$ cat config.mk
export PLATFORM = sky130hd
export DESIGN_NAME = serial_responder
export DESIGN_NICKNAME = d
export VERILOG_FILES = /design/src/core/resp_pkg.sv /design/src/core/byte_stream_if.sv /design/src/core/reply_fifo.sv /design/src/core/serial_responder.sv
export VERILOG_INCLUDE_DIRS = /design/src /design/src/core
export SDC_FILE = /design/constraint.sdc
export NUM_CORES = 1
export LEC_CHECK = 0
export ABC_AREA = 1
export ABC_CLOCK_PERIOD_IN_PS = 18100
export BUFFER_PORTS_ARGS = -buffer_cell sky130_fd_sc_hd__clkbuf_2
export CAP_MARGIN = 20
export CELL_PAD_IN_SITES_DETAIL_PLACEMENT = 0
export CELL_PAD_IN_SITES_GLOBAL_PLACEMENT = 1
export CORE_AREA = 2 2 232 234
export DETAILED_ROUTE_END_ITERATION = 8
export DIE_AREA = 0 0 234 236
export HOLD_SLACK_MARGIN = 0.12
export PLACE_DENSITY_LB_ADDON = 0.1
export SETUP_SLACK_MARGIN = 0.15
export SLEW_MARGIN = 20
export SYNTH_ARGS = -nofsm -noshare
export SYNTH_HDL_FRONTEND = slang
export SYNTH_SLANG_ARGS = --single-unit
$ cat constraint.sdc
create_clock -name clock -period 18.1 [get_ports clock]
set_input_delay 1.81 -clock clock [delete_from_list [all_inputs] [get_ports clock]]
set_output_delay 1.81 -clock clock [all_outputs]
set_load 0.05 [all_outputs]
$ cat src/core/resp_params.svh
// Constants of the serial status and monitor responder.
// Assumes inclusion by bare name from files under core/.
`ifndef RESP_PARAMS_SVH
`define RESP_PARAMS_SVH

// Frame control characters
`define CH_ENQ 8'h05
`define CH_EOT 8'h04
`define CH_ACK 8'h06
`define CH_NAK 8'h15
`define CH_ETX 8'h03
// Command letters, status command type characters and registration number digits
`define CH_STATUS_UP 8'h52
`define CH_STATUS_LO 8'h72
`define CH_MON_UP 8'h59
`define CH_MON_LO 8'h79
`define CH_TYPE_0 8'h53
`define CH_TYPE_1 8'h54
`define CH_ZERO 8'h30
`define CH_NINE 8'h39
// Status payload layout
`define PAYLOAD_BYTES 20
`define MODE_BIT_STOP 1
`define MODE_BIT_RUN 2
`define MODE_BIT_PAUSE 3
`define MODE_BIT_DEBUG 4
`define CONN_BIT_LOCAL 0
`define CONN_BIT_REMOTE 1
// Processor type code: arbitrary neutral value
`define CPU_TYPE_CODE 8'h5A
// Error code sent when the registration number is out of range: arbitrary
`define ERR_BAD_REG_NO 16'h0001
// Monitor data limit in bytes
`define MON_MAX_BYTES 8
// Body register width in bits and character counts
`define BODY_BITS 176
`define BODY_CHARS_STATUS 8'h28
`define BODY_CHARS_ERROR 8'h04
// Reply FIFO
`define TX_FIFO_DEPTH 32
`define TX_FIFO_WIDTH 8

`endif

$ cat src/core/resp_pkg.sv
// Types and helper functions of the serial status and monitor responder.
// Assumes nothing of its surroundings.
`default_nettype none

package resp_pkg;

   typedef enum logic [1:0] {
      OP_STOP = 2'b00,
      OP_RUN = 2'b01,
      OP_PAUSE = 2'b10,
      OP_DEBUG = 2'b11
   } op_mode_t;

   typedef enum logic [3:0] {
      RX_IDLE = 4'b0000,
      RX_STN0 = 4'b0001,
      RX_STN1 = 4'b0010,
      RX_CMD = 4'b0011,
      RX_ARG0 = 4'b0100,
      RX_ARG1 = 4'b0101,
      RX_TAIL = 4'b0110,
      RX_BCC0 = 4'b0111,
      RX_BCC1 = 4'b1000
   } rx_state_t;

   typedef enum logic [3:0] {
      TX_IDLE = 4'b0000,
      TX_WAIT = 4'b0001,
      TX_HEAD = 4'b0010,
      TX_STN0 = 4'b0011,
      TX_STN1 = 4'b0100,
      TX_CMD = 4'b0101,
      TX_ARG0 = 4'b0110,
      TX_ARG1 = 4'b0111,
      TX_BODY = 4'b1000,
      TX_ETX = 4'b1001,
      TX_BCC0 = 4'b1010,
      TX_BCC1 = 4'b1011
   } tx_state_t;

   // Upper-case ASCII hex digit of a nibble
   function automatic logic [7:0] hex_char(input logic [3:0] n);
      hex_char = (n < 4'hA) ? (8'h30 + {4'h0, n}) : (8'h37 + {4'h0, n});
   endfunction

endpackage

`default_nettype wire

$ cat src/core/byte_stream_if.sv
// Valid/ready byte stream between the responder and its reply FIFO.
// Assumes one clock shared by both ends.
`default_nettype none

interface byte_stream_if #(parameter int WIDTH = 8);
   logic valid;
   logic ready;
   logic [WIDTH-1:0] data;
   modport src (output valid, output data, input ready);
   modport snk (input valid, input data, output ready);
endinterface

`default_nettype wire

$ cat src/core/reply_fifo.sv
// Reply FIFO: stores outgoing characters, read data held in a register.
// Assumes a synchronous-release active-low reset from the top module.
`default_nettype none

module reply_fifo #(
   parameter int WIDTH = 8,
   parameter int DEPTH = 32
) (
   input wire logic clock,
   input wire logic rst_n,
   byte_stream_if.snk in_s,
   byte_stream_if.src out_s,
   output logic full,
   output logic empty
);

   localparam int AW = $clog2(DEPTH);
   localparam int CW = $clog2(DEPTH + 1);

   logic [WIDTH-1:0] mem_q [DEPTH];
   logic [AW-1:0] wr_q;
   logic [AW-1:0] rd_q;
   logic [CW-1:0] cnt_q;
   logic [WIDTH-1:0] out_q;
   logic out_valid_q;
   logic push;
   logic pop;

   assign full = (cnt_q == CW'(DEPTH));
   assign empty = (cnt_q == '0) && !out_valid_q;
   assign in_s.ready = !full;
   assign push = in_s.valid && !full;
   // Refill the output register when it is free or being taken
   assign pop = (cnt_q != '0) && (!out_valid_q || out_s.ready);
   assign out_s.valid = out_valid_q;
   assign out_s.data = out_q;

   always_ff @(posedge clock) begin
      if (push) begin
         mem_q[wr_q] <= in_s.data;
      end
   end

   always_ff @(posedge clock or negedge rst_n) begin
      if (!rst_n) begin
         wr_q <= '0;
         rd_q <= '0;
         cnt_q <= '0;
      end else begin
         if (push) begin
            wr_q <= (wr_q == AW'(DEPTH - 1)) ? '0 : wr_q + 1'b1;
         end
         if (pop) begin
            rd_q <= (rd_q == AW'(DEPTH - 1)) ? '0 : rd_q + 1'b1;
         end
         cnt_q <= cnt_q + CW'(push) - CW'(pop);
      end
   end

   always_ff @(posedge clock or negedge rst_n) begin
      if (!rst_n) begin
         out_q <= '0;
         out_valid_q <= 1'b0;
      end else if (pop) begin
         out_q <= mem_q[rd_q];
         out_valid_q <= 1'b1;
      end else if (out_s.ready) begin
         out_valid_q <= 1'b0;
      end
   end

endmodule

`default_nettype wire

$ cat src/core/serial_responder.sv
// Serial status and monitor responder: parses request frames from the
// character receiver and queues reply frames for the character sender.
// Assumes a character layer that hands over one byte per rx_valid pulse.
//
// What this block does
// - Request sum is low byte of ENQ..EOT, sent as two ASCII hex chars.
// - Lowercase ACK reply appends low byte of sum ACK..ETX as ASCII hex.
// - Payload is 20 binary bytes, each sent as two ASCII hex characters.
// - Mode byte bit1 stop, bit2 run, bit3 pause, bit4 debug.
// - Failed status read answers NAK, station, letter, type, error code, ETX, sum.
// - Error code is two bytes sent as four ASCII hex characters.
// - Good monitor answers ACK, station, letter, number, blocks, count, data, ETX.
// - Failed monitor answers NAK, station, letter, number, error code, ETX, check.
// - Status payload samples present operating state and flags when served.
`default_nettype none
`include "resp_params.svh"

module serial_responder (
   input wire logic clock,
   input wire logic reset_n,
   input wire logic [7:0] rx_data,
   input wire logic rx_valid,
   output logic [7:0] tx_data,
   output logic tx_valid,
   input wire logic tx_ready,
   input wire logic [4:0] station_id,
   input wire logic [7:0] version_no,
   input wire resp_pkg::op_mode_t op_mode,
   input wire logic local_link,
   input wire logic remote_link,
   input wire logic [127:0] flag_list,
   input wire logic status_fail,
   input wire logic [15:0] status_err_code,
   output logic mon_req,
   output logic [3:0] mon_reg_no,
   input wire logic mon_done,
   input wire logic mon_ok,
   input wire logic [15:0] mon_err_code,
   input wire logic [7:0] mon_blocks,
   input wire logic [7:0] mon_count,
   input wire logic [63:0] mon_data,
   output logic status_served,
   output logic bcc_error
);

   // ----------------------------------------------------------------
   // Reset release
   // ----------------------------------------------------------------
   logic rst_a_q;
   logic rst_n_s;

   always_ff @(posedge clock or negedge reset_n) begin
      if (!reset_n) begin
         rst_a_q <= 1'b0;
         rst_n_s <= 1'b0;
      end else begin
         rst_a_q <= 1'b1;
         rst_n_s <= rst_a_q;
      end
   end

   // ----------------------------------------------------------------
   // Request parser
   // ----------------------------------------------------------------
   resp_pkg::rx_state_t rs_q;
   logic [7:0] cmd_q;
   logic [7:0] arg0_q;
   logic [7:0] arg1_q;
   logic [7:0] rsum_q;
   logic [7:0] rbcc_hi_q;
   logic stn_ok_q;
   logic go_q;
   logic [7:0] stn_hi;
   logic [7:0] stn_lo;
   logic lower_cmd;
   logic is_status;
   logic tx_idle;

   assign stn_hi = resp_pkg::hex_char({3'h0, station_id[4]});
   assign stn_lo = resp_pkg::hex_char(station_id[3:0]);
   assign lower_cmd = (cmd_q == `CH_STATUS_LO) || (cmd_q == `CH_MON_LO);
   assign is_status = (cmd_q == `CH_STATUS_UP) || (cmd_q == `CH_STATUS_LO);

   always_ff @(posedge clock or negedge rst_n_s) begin
      if (!rst_n_s) begin
         rs_q <= resp_pkg::RX_IDLE;
         cmd_q <= 8'h00;
         arg0_q <= 8'h00;
         arg1_q <= 8'h00;
         rsum_q <= 8'h00;
         rbcc_hi_q <= 8'h00;
         stn_ok_q <= 1'b0;
         go_q <= 1'b0;
         bcc_error <= 1'b0;
      end else begin
         go_q <= 1'b0;
         bcc_error <= 1'b0;
         if (rx_valid) begin
            rsum_q <= rsum_q + rx_data;
            if (rx_data == `CH_ENQ) begin
               // A header always restarts the parse, dropping any partial frame
               rs_q <= resp_pkg::RX_STN0;
               rsum_q <= rx_data;
            end else begin
               unique case (rs_q)
                  resp_pkg::RX_IDLE: begin
                     rs_q <= resp_pkg::RX_IDLE;
                  end
                  resp_pkg::RX_STN0: begin
                     stn_ok_q <= (rx_data == stn_hi);
                     rs_q <= resp_pkg::RX_STN1;
                  end
                  resp_pkg::RX_STN1: begin
                     stn_ok_q <= stn_ok_q && (rx_data == stn_lo);
                     rs_q <= resp_pkg::RX_CMD;
                  end
                  resp_pkg::RX_CMD: begin
                     cmd_q <= rx_data;
                     if (rx_data == `CH_STATUS_UP || rx_data == `CH_STATUS_LO ||
                         rx_data == `CH_MON_UP || rx_data == `CH_MON_LO) begin
                        rs_q <= resp_pkg::RX_ARG0;
                     end else begin
                        rs_q <= resp_pkg::RX_IDLE;
                     end
                  end
                  resp_pkg::RX_ARG0: begin
                     arg0_q <= rx_data;
                     rs_q <= resp_pkg::RX_ARG1;
                  end
                  resp_pkg::RX_ARG1: begin
                     arg1_q <= rx_data;
                     rs_q <= resp_pkg::RX_TAIL;
                     if (is_status && (arg0_q != `CH_TYPE_0 || rx_data != `CH_TYPE_1)) begin
                        rs_q <= resp_pkg::RX_IDLE;
                     end
                  end
                  resp_pkg::RX_TAIL: begin
                     if (rx_data != `CH_EOT) begin
                        rs_q <= resp_pkg::RX_IDLE;
                     end else if (lower_cmd) begin
                        rs_q <= resp_pkg::RX_BCC0;
                     end else begin
                        rs_q <= resp_pkg::RX_IDLE;
                        go_q <= stn_ok_q && tx_idle;
                     end
                  end
                  resp_pkg::RX_BCC0: begin
                     rbcc_hi_q <= rx_data;
                     rs_q <= resp_pkg::RX_BCC1;
                  end
                  resp_pkg::RX_BCC1: begin
                     rs_q <= resp_pkg::RX_IDLE;
                     // Sum is frozen: the check characters follow EOT
                     if (rbcc_hi_q == resp_pkg::hex_char(rsum_q[7:4]) &&
                         rx_data == resp_pkg::hex_char(rsum_q[3:0])) begin
                        go_q <= stn_ok_q && tx_idle;
                     end else begin
                        bcc_error <= stn_ok_q;
                     end
                  end
                  default: begin
                     rs_q <= resp_pkg::RX_IDLE;
                  end
               endcase
               if (rs_q == resp_pkg::RX_BCC0 || rs_q == resp_pkg::RX_BCC1) begin
                  rsum_q <= rsum_q;
               end
            end
         end
      end
   end

   // ----------------------------------------------------------------
   // Reply builder
   // ----------------------------------------------------------------
   resp_pkg::tx_state_t ts_q;
   logic ack_q;
   logic [`BODY_BITS-1:0] body_q;
   logic [7:0] chars_q;
   logic [7:0] tsum_q;
   logic [7:0] mode_byte;
   logic [7:0] conn_byte;
   logic [159:0] payload;
   logic [3:0] mon_len;
   logic reg_ok;
   byte_stream_if #(.WIDTH(`TX_FIFO_WIDTH)) push_s ();
   byte_stream_if #(.WIDTH(`TX_FIFO_WIDTH)) out_s ();

   assign tx_idle = (ts_q == resp_pkg::TX_IDLE);
   assign reg_ok = (arg0_q == `CH_ZERO) && (arg1_q >= `CH_ZERO) && (arg1_q <= `CH_NINE);

   always_comb begin
      mode_byte = 8'h00;
      mode_byte[`MODE_BIT_STOP] = (op_mode == resp_pkg::OP_STOP);
      mode_byte[`MODE_BIT_RUN] = (op_mode == resp_pkg::OP_RUN);
      mode_byte[`MODE_BIT_PAUSE] = (op_mode == resp_pkg::OP_PAUSE);
      mode_byte[`MODE_BIT_DEBUG] = (op_mode == resp_pkg::OP_DEBUG);
      conn_byte = 8'h00;
      conn_byte[`CONN_BIT_LOCAL] = local_link;
      conn_byte[`CONN_BIT_REMOTE] = remote_link;
   end

   assign payload = {`CPU_TYPE_CODE, version_no, mode_byte, conn_byte, flag_list};
   // Longer monitor data is cut to MON_MAX_BYTES, the eight bytes of mon_data
   assign mon_len = (mon_count > 8'(`MON_MAX_BYTES)) ? 4'(`MON_MAX_BYTES) : mon_count[3:0];

   always_comb begin
      push_s.data = 8'h00;
      unique case (ts_q)
         resp_pkg::TX_IDLE, resp_pkg::TX_WAIT: push_s.data = 8'h00;
         resp_pkg::TX_HEAD: push_s.data = ack_q ? `CH_ACK : `CH_NAK;
         resp_pkg::TX_STN0: push_s.data = stn_hi;
         resp_pkg::TX_STN1: push_s.data = stn_lo;
         resp_pkg::TX_CMD: push_s.data = cmd_q;
         resp_pkg::TX_ARG0: push_s.data = arg0_q;
         resp_pkg::TX_ARG1: push_s.data = arg1_q;
         resp_pkg::TX_BODY: push_s.data = resp_pkg::hex_char(body_q[`BODY_BITS-1 -: 4]);
         resp_pkg::TX_ETX: push_s.data = `CH_ETX;
         resp_pkg::TX_BCC0: push_s.data = resp_pkg::hex_char(tsum_q[7:4]);
         resp_pkg::TX_BCC1: push_s.data = resp_pkg::hex_char(tsum_q[3:0]);
         default: push_s.data = 8'h00;
      endcase
   end

   assign push_s.valid = !(ts_q == resp_pkg::TX_IDLE || ts_q == resp_pkg::TX_WAIT);

   always_ff @(posedge clock or negedge rst_n_s) begin
      if (!rst_n_s) begin
         ts_q <= resp_pkg::TX_IDLE;
         ack_q <= 1'b0;
         body_q <= '0;
         chars_q <= 8'h00;
         mon_req <= 1'b0;
         mon_reg_no <= 4'h0;
         status_served <= 1'b0;
      end else begin
         mon_req <= 1'b0;
         status_served <= 1'b0;
         unique case (ts_q)
            resp_pkg::TX_IDLE: begin
               if (go_q && is_status) begin
                  ack_q <= !status_fail;
                  status_served <= 1'b1;
                  ts_q <= resp_pkg::TX_HEAD;
                  if (!status_fail) begin
                     body_q <= {payload, 16'h0000};
                     chars_q <= `BODY_CHARS_STATUS;
                  end else begin
                     body_q <= {status_err_code, 160'h0};
                     chars_q <= `BODY_CHARS_ERROR;
                  end
               end else if (go_q && reg_ok) begin
                  mon_req <= 1'b1;
                  mon_reg_no <= arg1_q[3:0];
                  ts_q <= resp_pkg::TX_WAIT;
               end else if (go_q) begin
                  ack_q <= 1'b0;
                  body_q <= {`ERR_BAD_REG_NO, 160'h0};
                  chars_q <= `BODY_CHARS_ERROR;
                  ts_q <= resp_pkg::TX_HEAD;
               end
            end
            resp_pkg::TX_WAIT: begin
               if (mon_done) begin
                  ack_q <= mon_ok;
                  ts_q <= resp_pkg::TX_HEAD;
                  if (mon_ok) begin
                     body_q <= {mon_blocks, mon_count[7:4], mon_len, mon_data, 96'h0};
                     chars_q <= 8'h04 + {3'h0, mon_len, 1'b0};
                  end else begin
                     body_q <= {mon_err_code, 160'h0};
                     chars_q <= `BODY_CHARS_ERROR;
                  end
               end
            end
            default: begin
               if (push_s.ready) begin
                  unique case (ts_q)
                     resp_pkg::TX_HEAD: ts_q <= resp_pkg::TX_STN0;
                     resp_pkg::TX_STN0: ts_q <= resp_pkg::TX_STN1;
                     resp_pkg::TX_STN1: ts_q <= resp_pkg::TX_CMD;
                     resp_pkg::TX_CMD: ts_q <= resp_pkg::TX_ARG0;
                     resp_pkg::TX_ARG0: ts_q <= resp_pkg::TX_ARG1;
                     resp_pkg::TX_ARG1: ts_q <= resp_pkg::TX_BODY;
                     resp_pkg::TX_BODY: begin
                        body_q <= {body_q[`BODY_BITS-5:0], 4'h0};
                        chars_q <= chars_q - 8'h01;
                        if (chars_q == 8'h01) begin
                           ts_q <= resp_pkg::TX_ETX;
                        end
                     end
                     resp_pkg::TX_ETX: begin
                        ts_q <= lower_cmd ? resp_pkg::TX_BCC0 : resp_pkg::TX_IDLE;
                     end
                     resp_pkg::TX_BCC0: ts_q <= resp_pkg::TX_BCC1;
                     default: ts_q <= resp_pkg::TX_IDLE;
                  endcase
               end
            end
         endcase
      end
   end

   // Running sum of the reply from header through ETX
   always_ff @(posedge clock or negedge rst_n_s) begin
      if (!rst_n_s) begin
         tsum_q <= 8'h00;
      end else if (push_s.valid && push_s.ready) begin
         if (ts_q == resp_pkg::TX_HEAD) begin
            tsum_q <= push_s.data;
         end else if (ts_q != resp_pkg::TX_BCC0 && ts_q != resp_pkg::TX_BCC1) begin
            tsum_q <= tsum_q + push_s.data;
         end
      end
   end

   // ----------------------------------------------------------------
   // Reply FIFO
   // ----------------------------------------------------------------
   // Back-pressure from the sender stalls the builder through push_s.ready
   reply_fifo #(.WIDTH(`TX_FIFO_WIDTH), .DEPTH(`TX_FIFO_DEPTH)) u_fifo (
      .clock(clock),
      .rst_n(rst_n_s),
      .in_s(push_s),
      .out_s(out_s),
      .full(),
      .empty()
   );

   assign out_s.ready = tx_ready;
   assign tx_data = out_s.data;
   assign tx_valid = out_s.valid;

endmodule

`default_nettype wire

==> results.json, run 1 <==
{
  "status": "finished, final reports clean",
  "critical_path_buf_inv_count": 5,
  "drc": 0,
  "finalCoreUtilization_pct": 54.4,
  "die_h_microns": 236,
  "initial_utilization_pct": 47.4,
  "crit_slowest_cell": "buf_4",
  "grt_pass1_vias": 19900,
  "synth_edf_count": 256,
  "yosysTopAreaCell": "edfxtp_1",
  "row_count": 85,
  "antenna_found_initial": 8,
  "startpoint_type": "primary input",
  "power.switching_w": 0.00107,
  "cp.arrival_ns": 4.84,
  "pwr-share-clk_pct": 36.4,
  "ir_worst_vdd_mv": 0.0824,
  "place_congestion": 0.828,
  "grt_pass1_wl_microns": 110000,
  "busiest_layer": "met2",
  "layout-drive-gt1-share_pct": 13.9,
  "cts-root-buf": "clkbuf_16",
  "place_area_sq_um": 26900,
  "min_period_over_period_pct": 23.8,
  "final_area_sq_um": 28900,
  "synth.most_common_cell": "nand2_1",
  "clock_latency_ns": 0.62,
  "avgSynthCellArea_sq_um": 8.93,
  "p_per_area_nw_per_um2": 114,
  "end_kind": "flop",
  "grt_use_total_pct": 25.4,
  "rr_worst_depth": 14,
  "async_flop_share_pct": 50.5,
  "worst_pin_slew_ns": 1.04,
  "synthFlopType": "dfrtp_1",
  "cts_buffer_depth": 3,
  "rrSetupSlack_ns": 14.08,
  "critPathCapture": "chars_q[2]",
  "yosysSeqAreaShare_pct": 56.6,
  "required_ns": 18.64,
  "drt-total-wl_microns": 70300,
  "crit_family": "buffers and inverters",
  "drtAntennaViolNets": 0,
  "rsz0062_at_grt": "no",
  "switching_share_pct": 32.5,
  "via_count": 20700,
  "holdWs_ns": 0.352,
  "dieWidth_microns": 234,
  "cap_violations": 0,
  "grt_use_met1_pct": 35.2,
  "synth_area_sq_um": 25100,
  "cellLeakagePower_nw": 12.4,
  "clk_pin_slew_ns": 0.06,
  "grt_max_degree": 99,
  "grt.met2_usage_pct": 40.8,
  "p_int_w": 0.00222,
  "grt_util_met3_pct": 4.55,
  "critical_path.max_stage_delay_ns": 0.64,
  "relSlewSlack_pct": 30.4,
  "crit_fanout": 80,
  "synthesis.nets": 3130,
  "netlist_top_cells_count": "nand2_1 (803), nor2_1 (279), nand3_1 (276), dfrtp_1 (261), edfxtp_1 (256)",
  "die_area_sq_um": 55200,
  "cts_hold_buf": 0,
  "yosys-top-cells-area": "edfxtp_1 (31%), dfrtp_1 (26%), nand2_1 (12%)",
  "synth_cells": 2816,
  "portBuffers": 287,
  "reg2reg_from": "ts_q[1]",
  "vias_per_cell": 5.48,
  "final_nets": 3345,
  "areaGrowthSynthToFinish_pct": 14.8,
  "yosys_register_bits": 517,
  "drt_first_pass_iters": 5,
  "cts_setup_buffers": 0,
  "hold_viol": 0,
  "fin_ws_ns": 13.80,
  "path_cells": "clkbuf_2 > o22ai_1 > inv_2 > buf_4 > nand3_1 > nand2_1 > nand2_8 > inv_2 > buf_4 > nand2_1 > o21ai_1",
  "p_seq_share_pct": 40.5,
  "critical_path_class": "primary input to flop",
  "hold_class": "flop to flop",
  "setup-violations-final": 0,
  "skew_ns": 0.0261,
  "htree_levels": 2,
  "fin_crit_ns": 4.30,
  "grt_overflow": 0,
  "cts_tree": "done",
  "io_pins": 288,
  "initialDrtViolationCount": 1669,
  "finalSetupTns_ns": 0,
  "hold_start": "rst_a_q",
  "core_area_sq_um": 53100,
  "combPwrFrac_pct": 23.1,
  "detailed_place_hpwl_microns": 45700,
  "slew_violations": 0,
  "timing.rr.end": "chars_q[2]",
  "synth_cell_type_count": 47,
  "wl_per_cell_microns": 18.6,
  "fmax_ghz": 0.232,
  "synth.top_cell.area_share_pct": 30.6,
  "pre_cts_ws_ns": 12.91,
  "cts_resized": 0,
  "worst-path-stages": 11,
  "yosys_warnings": 0,
  "cts_buffers": 57,
  "critPathLaunch": "mon_done",
  "cts.sinks": 517
}
flip-flops by register name, summed over array words and instances, names as in the netlist, 5 cells and up:
| name | flops |
|---|---|
| arg0_q | 8 |
| arg1_q | 8 |
| body_q | 160 |
| chars_q | 8 |
| cmd_q | 8 |
| rbcc_hi_q | 8 |
| rsum_q | 8 |
| tsum_q | 8 |
| u_fifo.cnt_q | 6 |
| u_fifo.mem_q | 256 |
| u_fifo.out_s.data | 8 |
| u_fifo.rd_q | 5 |
| u_fifo.wr_q | 5 |
power by group through the flow:
stage / registers (W) / logic, W / clock network, W
after floorplan: 0.00136 / 0.000520 / 0
after global placement: 0.00135 / 0.000749 / 0
after detailed placement: 0.00135 / 0.000759 / 0
after CTS: 0.00133 / 0.000762 / 0.00123
after global routing: 0.00134 / 0.000863 / 0.00127
final: 0.00133 / 0.000760 / 0.00120
final cells by class:
class,instances,area [sq um]
diodes,4,10.0
clock buffers,75,1630
clock inverters,30,329
fillers,4911,24200
inverters,159,599
multi-input cells,1986,9590
flip-flops and latches,517,14200
well taps,696,871
repair buffers,310,1610
logic make-up (layout without fill, tap and decap cells):
logic type / count (synthesis) / count (layout) / share of synthesized area, %
AOI/OAI and AO/OA: 437 / 437 / 10.3
xor gates and xnor gates: 15 / 15 / 0.523
adders and majority gates: 42 / 42 / 2.18
buffers and inverters: 313 / 574 / 5.43
DFF: 517 / 517 / 56.6
other: 1 / 5 / 0.0149
and+or+nand+nor: 1491 / 1491 / 25.0
placed cells by master, fill, tap and decap left out, types with 5 or more instances in the layout:
cell       synthesis  layout
o211ai_1          22      22
nor2_1           279     277
nand3b_1           5       5
nand3_1          276     275
ha_1              39      39
edfxtp_1         256     256
clkinv_1           2       8
bufinv_16          0       6
xor2_1            12      12
nor3_1            18      18
clkbuf_16          0      59
a21oi_1           37      37
inv_2              7       7
o22ai_1           35      35
nand2_1          803     802
o31ai_1            5       5
o21ai_1           23      23
buf_4             15      23
inv_1            150     148
a22oi_1            7       7
clkbuf_1          78       7
clkbuf_8           0       9
dfrtp_1          261     259
clkbuf_2           1     287
a22o_1            63      63
clkinv_2           0      14
nand4_1           93      93
o21ai_0          232     232
layer usage:
layer  vias to the layer above  wire length, microns
met4                         8                  1840
met1                      9972                 30600
li1                      10000                     -
met2                       558                 34100
met5                         -                    56
met3                       125                  3740
metrics by stage:
stage / std cells / power [W]
5_1_grt: 3777 / 0.00348
2_1_floorplan: 2816 / 0.00188
4_1_cts: 3773 / 0.00332
3_3_place_gp: 3668 / 0.00210
3_5_place_dp: 3668 / 0.00211
6_report: 3777 / 0.00329
how the worst min path moves through the flow:
stage	end	slack, ns	cells past startpoint
4_1_cts	rst_n_s	0.36	0
5_1_grt	rst_n_s	0.38	0
6_report	rst_n_s	0.35	0
3_5_place_dp	rst_n_s	0.35	0
3_3_place_gp	rst_n_s	0.34	0
2_1_floorplan	rst_n_s	0.33	0
Note: power is estimated with default switching activity, not from simulation.
==> inputs of run 2 (changes only) <==
--- a/config.mk
+++ b/config.mk
@@ -6,15 +6,15 @@
 export SDC_FILE = /design/constraint.sdc
 export NUM_CORES = 1
 export LEC_CHECK = 0
-export ABC_AREA = 1
-export ABC_CLOCK_PERIOD_IN_PS = 18100
+export ABC_AREA = 0
+export ABC_CLOCK_PERIOD_IN_PS = 3900
 export BUFFER_PORTS_ARGS = -buffer_cell sky130_fd_sc_hd__clkbuf_2
 export CAP_MARGIN = 20
 export CELL_PAD_IN_SITES_DETAIL_PLACEMENT = 0
 export CELL_PAD_IN_SITES_GLOBAL_PLACEMENT = 1
-export CORE_AREA = 2 2 232 234
+export CORE_AREA = 2 2 239 241
 export DETAILED_ROUTE_END_ITERATION = 8
-export DIE_AREA = 0 0 234 236
+export DIE_AREA = 0 0 241 243
 export HOLD_SLACK_MARGIN = 0.12
 export PLACE_DENSITY_LB_ADDON = 0.1
 export SETUP_SLACK_MARGIN = 0.15
==> constraint.sdc (replaced) <==
create_clock -name clock -period 3.9 [get_ports clock]
set_input_delay 0.39 -clock clock [delete_from_list [all_inputs] [get_ports clock]]
set_output_delay 0.39 -clock clock [all_outputs]
set_load 0.05 [all_outputs]
==> results.json, run 2 <==
{
  "status": "finished, violations left",
  "violations": "design-rule violations",
  "cap_violations": 0,
  "finalSetupTns_ns": 0,
  "vias_per_cell": 5.66,
  "path_cells": "buf_4 > nor4_4 > nand2_2 > o41ai_4 > buf_4 > a221oi_1 > o21ai_1 > dlygate4sd3_1",
  "crit_slowest_cell": "buf_4",
  "place_congestion": 0.932,
  "synthFlopType": "dfrtp_1",
  "row_count": 87,
  "die_area_sq_um": 58600,
  "critical_path_buf_inv_count": 3,
  "setup-violations-final": 0,
  "portBuffers": 287,
  "rsz0062_at_grt": "no",
  "cts_tree": "done",
  "grt_pass1_wl_microns": 108000,
  "synth_edf_count": 256,
  "cts_resized": 0,
  "grt_max_degree": 100,
  "cts-root-buf": "clkbuf_16",
  "yosysTopAreaCell": "edfxtp_1",
  "initialDrtViolationCount": 1431,
  "grt_pass1_vias": 18300,
  "cts_buffer_depth": 3,
  "drt_first_pass_iters": 9,
  "avgSynthCellArea_sq_um": 12.6,
  "min_period_over_period_pct": 91.3,
  "p_per_area_nw_per_um2": 726,
  "power_w": 0.0220,
  "die_h_microns": 243,
  "yosys-top-cells-area": "edfxtp_1 (32%), dfrtp_1 (27%), mux4_2 (6.1%)",
  "startpoint_type": "flop",
  "synth-adder-area-share_pct": 2.30,
  "crit_fanout": 81,
  "grt_overflow": 0,
  "clk_pin_slew_ns": 0.06,
  "io_pins": 288,
  "end_kind": "flop",
  "fin_crit_ns": 3.56,
  "cts_buffers": 56,
  "yosysSeqAreaShare_pct": 59.7,
  "grt_use_total_pct": 23.9,
  "synth_cells": 1886,
  "holdWs_ns": 0.185,
  "wl_per_cell_microns": 22.0,
  "yosys_warnings": 0,
  "synth-simple-area-share_pct": 9.15,
  "synth_top_family_by_area": "compound AO/OA/AOI/OAI gates",
  "via_count": 17900,
  "worst_pin_slew_ns": 0.932,
  "synthMuxAreaShare_pct": 8.74,
  "detailed_place_hpwl_microns": 46800,
  "place_area_sq_um": 26300,
  "clock_latency_ns": 0.62,
  "synth.top_cell.area_share_pct": 32.3,
  "critical_path_class": "flop to flop",
  "largest-register": "u_fifo.mem_q",
  "final_cell_mix": "clkbuf_2 (287), dfrtp_1 (258), edfxtp_1 (256)",
  "yosys_register_bits": 517,
  "layout-drive-gt1-share_pct": 23.6,
  "final_nets": 2674,
  "areaGrowthSynthToFinish_pct": 26.9,
  "drc": 2,
  "dieWidth_microns": 241,
  "synthXorXnorAreaFrac_pct": 1.29,
  "synth.most_common_cell": "dfrtp_1",
  "cellLeakagePower_nw": 12.6,
  "largest_register_ffs": 256,
  "slew_violations": 0,
  "final_area_sq_um": 30200,
  "cp.arrival_ns": 4.12,
  "antenna_found_initial": 5,
  "drtAntennaViolNets": 0,
  "synth_cell_type_count": 83,
  "synth_area_sq_um": 23800,
  "crit_family": "buffers and inverters",
  "cpMostUsedCell": "buf_4",
  "hold_class": "primary input to flop",
  "synth_compound_area_share_pct": 14.5,
  "required_ns": 4.46,
  "cts.sinks": 517,
  "final_common_cell": "clkbuf_2",
  "reg_top3": "u_fifo.mem_q: 256 flops, body_q: 160 flops",
  "netlist_top_cells_count": "dfrtp_1 (261), edfxtp_1 (256), nor2_1 (146), inv_1 (126), nand2_1 (117)",
  "core_area_sq_um": 56000,
  "hold_viol": 0,
  "relSlewSlack_pct": 37.9,
  "skew_ns": 0.0143,
  "synthesis.nets": 2200,
  "drt-total-wl_microns": 69700,
  "ir_worst_vdd_mv": 0.400,
  "initial_utilization_pct": 42.6,
  "fmax_ghz": 0.281,
  "critical_path.max_stage_delay_ns": 0.76,
  "htree_levels": 2,
  "async_flop_share_pct": 50.5
}
-- run 2: cell count changes in the layout (fill, tap and decap cells not counted), sizes merged, moves of 64 or more --
cell | previous run | this run
nor2 | 282 | 146
dlygate4sd3 | 0 | 205
nand2 | 807 | 119
nand4 | 93 | 5
mux4 | 0 | 64
o21ai | 255 | 95
a222oi | 0 | 81
nand3 | 276 | 35
-- run 2: cell type report --
type | instances | area [sq um]
Fill cell | 4901 | 25700
Sequential cell | 517 | 14200
Multi-Input combinational cell | 1113 | 8640
Timing Repair Buffer | 545 | 4010
Clock buffer | 78 | 1610
Tap cell | 756 | 946
Inverter | 127 | 477
Clock inverter | 26 | 295
Antenna cell | 6 | 15.0
-- run 2: metal layers --
metal	global-route usage, %	part of all wire (%)	vias to the layer above
met5	0	0.017	-
met4	7.06	2.8	2
met3	3.97	5.8	125
met2	38.7	48	592
met1	32.9	44	9024
li1	-	-	8190
-- run 2: path summary, 6_finish.rpt --
kind                       depth (start not counted)     endpoint  slack [ns]     startpoint
setup reg to reg                                   8  body_q[106]        0.34        ts_q[1]
max in group asynchronous                          1  body_q[129]        2.47        rst_n_s
hold / removal                                     3  body_q[161]        0.19  version_no[1]
min in group asynchronous                          0    bcc_error        0.43        rst_n_s
hold reg to reg                                    0      rst_n_s        0.35        rst_a_q
setup / recovery                                   8  body_q[106]        0.34        ts_q[1]
-- run 2: what timing repair did --
item	4_1_cts	5_1_grt
hold buffers	205	0
buffers inserted	0	0
endpoints found under the hold margin	151	0
setup endpoints to repair	0	0
-- run 2: report_power, final --
group          internal [W]  switching [W]  total [W]
logic               0.00343        0.00434    0.00776
clock network       0.00321        0.00222    0.00542
registers           0.00764        0.00112    0.00877
-- run 2: stage by stage --
stage / cells / setup slack (ns) / utilization (%)
after floorplan: 1886 / 0.173 / -
after global placement: 2853 / 0.762 / 46.9
after detailed placement: 2853 / 0.686 / 46.9
after CTS: 3162 / 0.400 / 54.0
after global routing: 3166 / 0.178 / 54.0
final: 3168 / 0.339 / 54.0
-- run 2: kinds of logic after synthesis --
logic type,count (synthesis)
AOI/OAI and AO/OA,463
xor gates and xnor gates,35
adders and majority gates,42
buffers and inverters,256
DFF,517
muxes,123
other,1
and+or+nand+nor,449
-- run 2: worst reg2reg max path: stages, from the launching register on --
cell and delay (ns):
dfrtp_1 0.42, buf_4 0.25, nor4_4 0.51, nand2_2 0.16
o41ai_4 0.42, buf_4 0.76, a221oi_1 0.22, o21ai_1 0.19
dlygate4sd3_1 0.56
==> inputs of run 3 (changes only) <==
--- a/config.mk
+++ b/config.mk
@@ -17,6 +17,7 @@
 export DIE_AREA = 0 0 241 243
 export HOLD_SLACK_MARGIN = 0.12
 export PLACE_DENSITY_LB_ADDON = 0.1
+export REMOVE_ABC_BUFFERS = 1
 export SETUP_SLACK_MARGIN = 0.15
 export SLEW_MARGIN = 20
 export SYNTH_ARGS = -nofsm -noshare
==> results.json, run 3 (synthesis results as in run 2) <==
{
  "largest-register": "u_fifo.mem_q",
  "core_area_sq_um": 56000,
  "multiInputGateArea_sq_um": 8650,
  "finalSetupTns_ns": 0,
  "cts_setup_buffers": 0,
  "power.switching_w": 0.00753,
  "timing.rr.end": "body_q[129]",
  "vias_per_cell": 5.59,
  "die_h_microns": 243,
  "violations": "design-rule violations",
  "regArea_sq_um": 14200,
  "via_count": 17800,
  "holdWs_ns": 0.167,
  "critPathLaunch": "arg0_q[3]",
  "grt_max_degree": 100,
  "cap_violations": 0,
  "largest_register_ffs": 256,
  "fmax_ghz": 0.285,
  "rrSetupSlack_ns": 0.39,
  "final_cell_mix": "clkbuf_2 (287), dfrtp_1 (258), edfxtp_1 (256)",
  "crit_fanout": 34,
  "skew_ns": 0.0202,
  "fin_crit_ns": 3.51,
  "grt_pass1_wl_microns": 104000,
  "antenna_found_initial": 3,
  "clock_latency_ns": 0.61,
  "setup-violations-final": 0,
  "grt_pass1_vias": 18400,
  "combPwrFrac_pct": 33.9,
  "cellLeakagePower_nw": 12.7,
  "cts_buffers": 57,
  "row_count": 87,
  "dieWidth_microns": 241,
  "worst_pin_slew_ns": 0.934,
  "critPathCapture": "body_q[129]",
  "p_seq_share_pct": 40.5,
  "grt_overflow": 0,
  "switching_share_pct": 34.9,
  "cts_tree": "done",
  "layout-drive-gt1-share_pct": 23.8,
  "cts_buffer_depth": 3,
  "critical_path_class": "flop to flop",
  "reg2reg_from": "arg0_q[3]",
  "slew_violations": 0,
  "relSlewSlack_pct": 37.8,
  "wl_per_cell_microns": 20.8,
  "final_common_cell": "clkbuf_2",
  "initial_utilization_pct": 42.6,
  "clk_pin_slew_ns": 0.07,
  "detailed_place_hpwl_microns": 43200,
  "cts-root-buf": "clkbuf_16",
  "hold_class": "primary input to flop",
  "initialDrtViolationCount": 1568,
  "startpoint_type": "flop",
  "portBuffers": 287,
  "io_pins": 288,
  "hold_viol": 0,
  "fill_cells": 4845,
  "htree_levels": 2,
  "drt-total-wl_microns": 66000,
  "rsz0062_at_grt": "no",
  "p_per_area_nw_per_um2": 711,
  "p_int_w": 0.0140,
  "drt_first_pass_iters": 9,
  "min_period_over_period_pct": 90.1,
  "fin_ws_ns": 0.385,
  "status": "finished, violations left",
  "final_nets": 2689,
  "cts.sinks": 517,
  "cp.arrival_ns": 4.05,
  "grt_use_total_pct": 22.6,
  "drc": 1,
  "areaGrowthSynthToFinish_pct": 27.4,
  "drtAntennaViolNets": 0,
  "end_kind": "flop",
  "die_area_sq_um": 58600,
  "reg_top3": "u_fifo.mem_q: 256 flops, body_q: 160 flops",
  "pre_cts_ws_ns": 0.417,
  "required_ns": 4.44,
  "rr_worst_depth": 7,
  "pwr-share-clk_pct": 25.6,
  "ir_worst_vdd_mv": 0.474,
  "place_congestion": 0.852
}
run 3: cell type report:
type                    count  area share [%]
clock buffers              74            5.11
well taps                 756            3.12
flip-flops and latches    517            46.9
repair buffers            558            13.6
multi-input cells        1114            28.5
clock inverters            30            1.20
inverters                 127            1.57
diodes                      2          0.0165
run 3: repair_timing:
| action | CTS | global route |
|---|---|---|
| endpoints found under the setup margin | 0 | 17 |
| gates resized for setup | 0 | 1 |
| hold buffers | 213 | 0 |
| endpoints found under the hold margin | 155 | 0 |
run 3: metal layers:
metal	track usage [%]	up-vias	part of all wire [%]
li1	-	8236	-
met3	3.95	94	5.3
met5	0	-	0.020
met4	6.34	2	2.1
met1	31.0	8906	44
met2	36.8	514	48
run 3: critical path: stages (launching register included):
cell and delay, ns:
dfrtp_1 0.41, nor4b_1 0.66, nand2_1 0.30, o41ai_4 0.74, buf_4 0.47, a221oi_1 0.11, o21ai_1 0.16, dlygate4sd3_1 0.57
run 3: power by group through the flow:
stage / sequential, W / combinational [W] / clock, W
2_1_floorplan: 0.00886 / 0.00457 / 0
3_3_place_gp: 0.00879 / 0.00695 / 0
3_5_place_dp: 0.00882 / 0.00707 / 0
4_1_cts: 0.00873 / 0.00737 / 0.00565
5_1_grt: 0.00892 / 0.00814 / 0.00585
6_report: 0.00873 / 0.00731 / 0.00552
run 3: stage by stage:
| step | total power, W | instances | cell area (sq um) | utilization [%] |
|---|---|---|---|---|
| CTS | 0.0218 | 3175 | 30300 | 54.2 |
| global placement | 0.0157 | 2858 | 26300 | 46.9 |
| finish | 0.0216 | 3178 | 30300 | 54.2 |
| global route | 0.0229 | 3178 | 30300 | 54.2 |
| detailed placement | 0.0159 | 2858 | 26300 | 46.9 |
| floorplan | 0.0134 | 1757 | 23300 | - |
run 3: worst min path at each step:
stage | cells after the start | slack (ns) | to | startpoint
finish | 3 | 0.17 | body_q[166] | version_no[6]
CTS | 3 | 0.13 | body_q[166] | version_no[6]
detailed placement | 1 | 0.18 | rst_a_q | reset_n
global route | 4 | 0.15 | body_q[168] | status_err_code[8]
floorplan | 0 | 0.09 | rst_a_q | reset_n
global placement | 1 | 0.18 | rst_a_q | reset_n
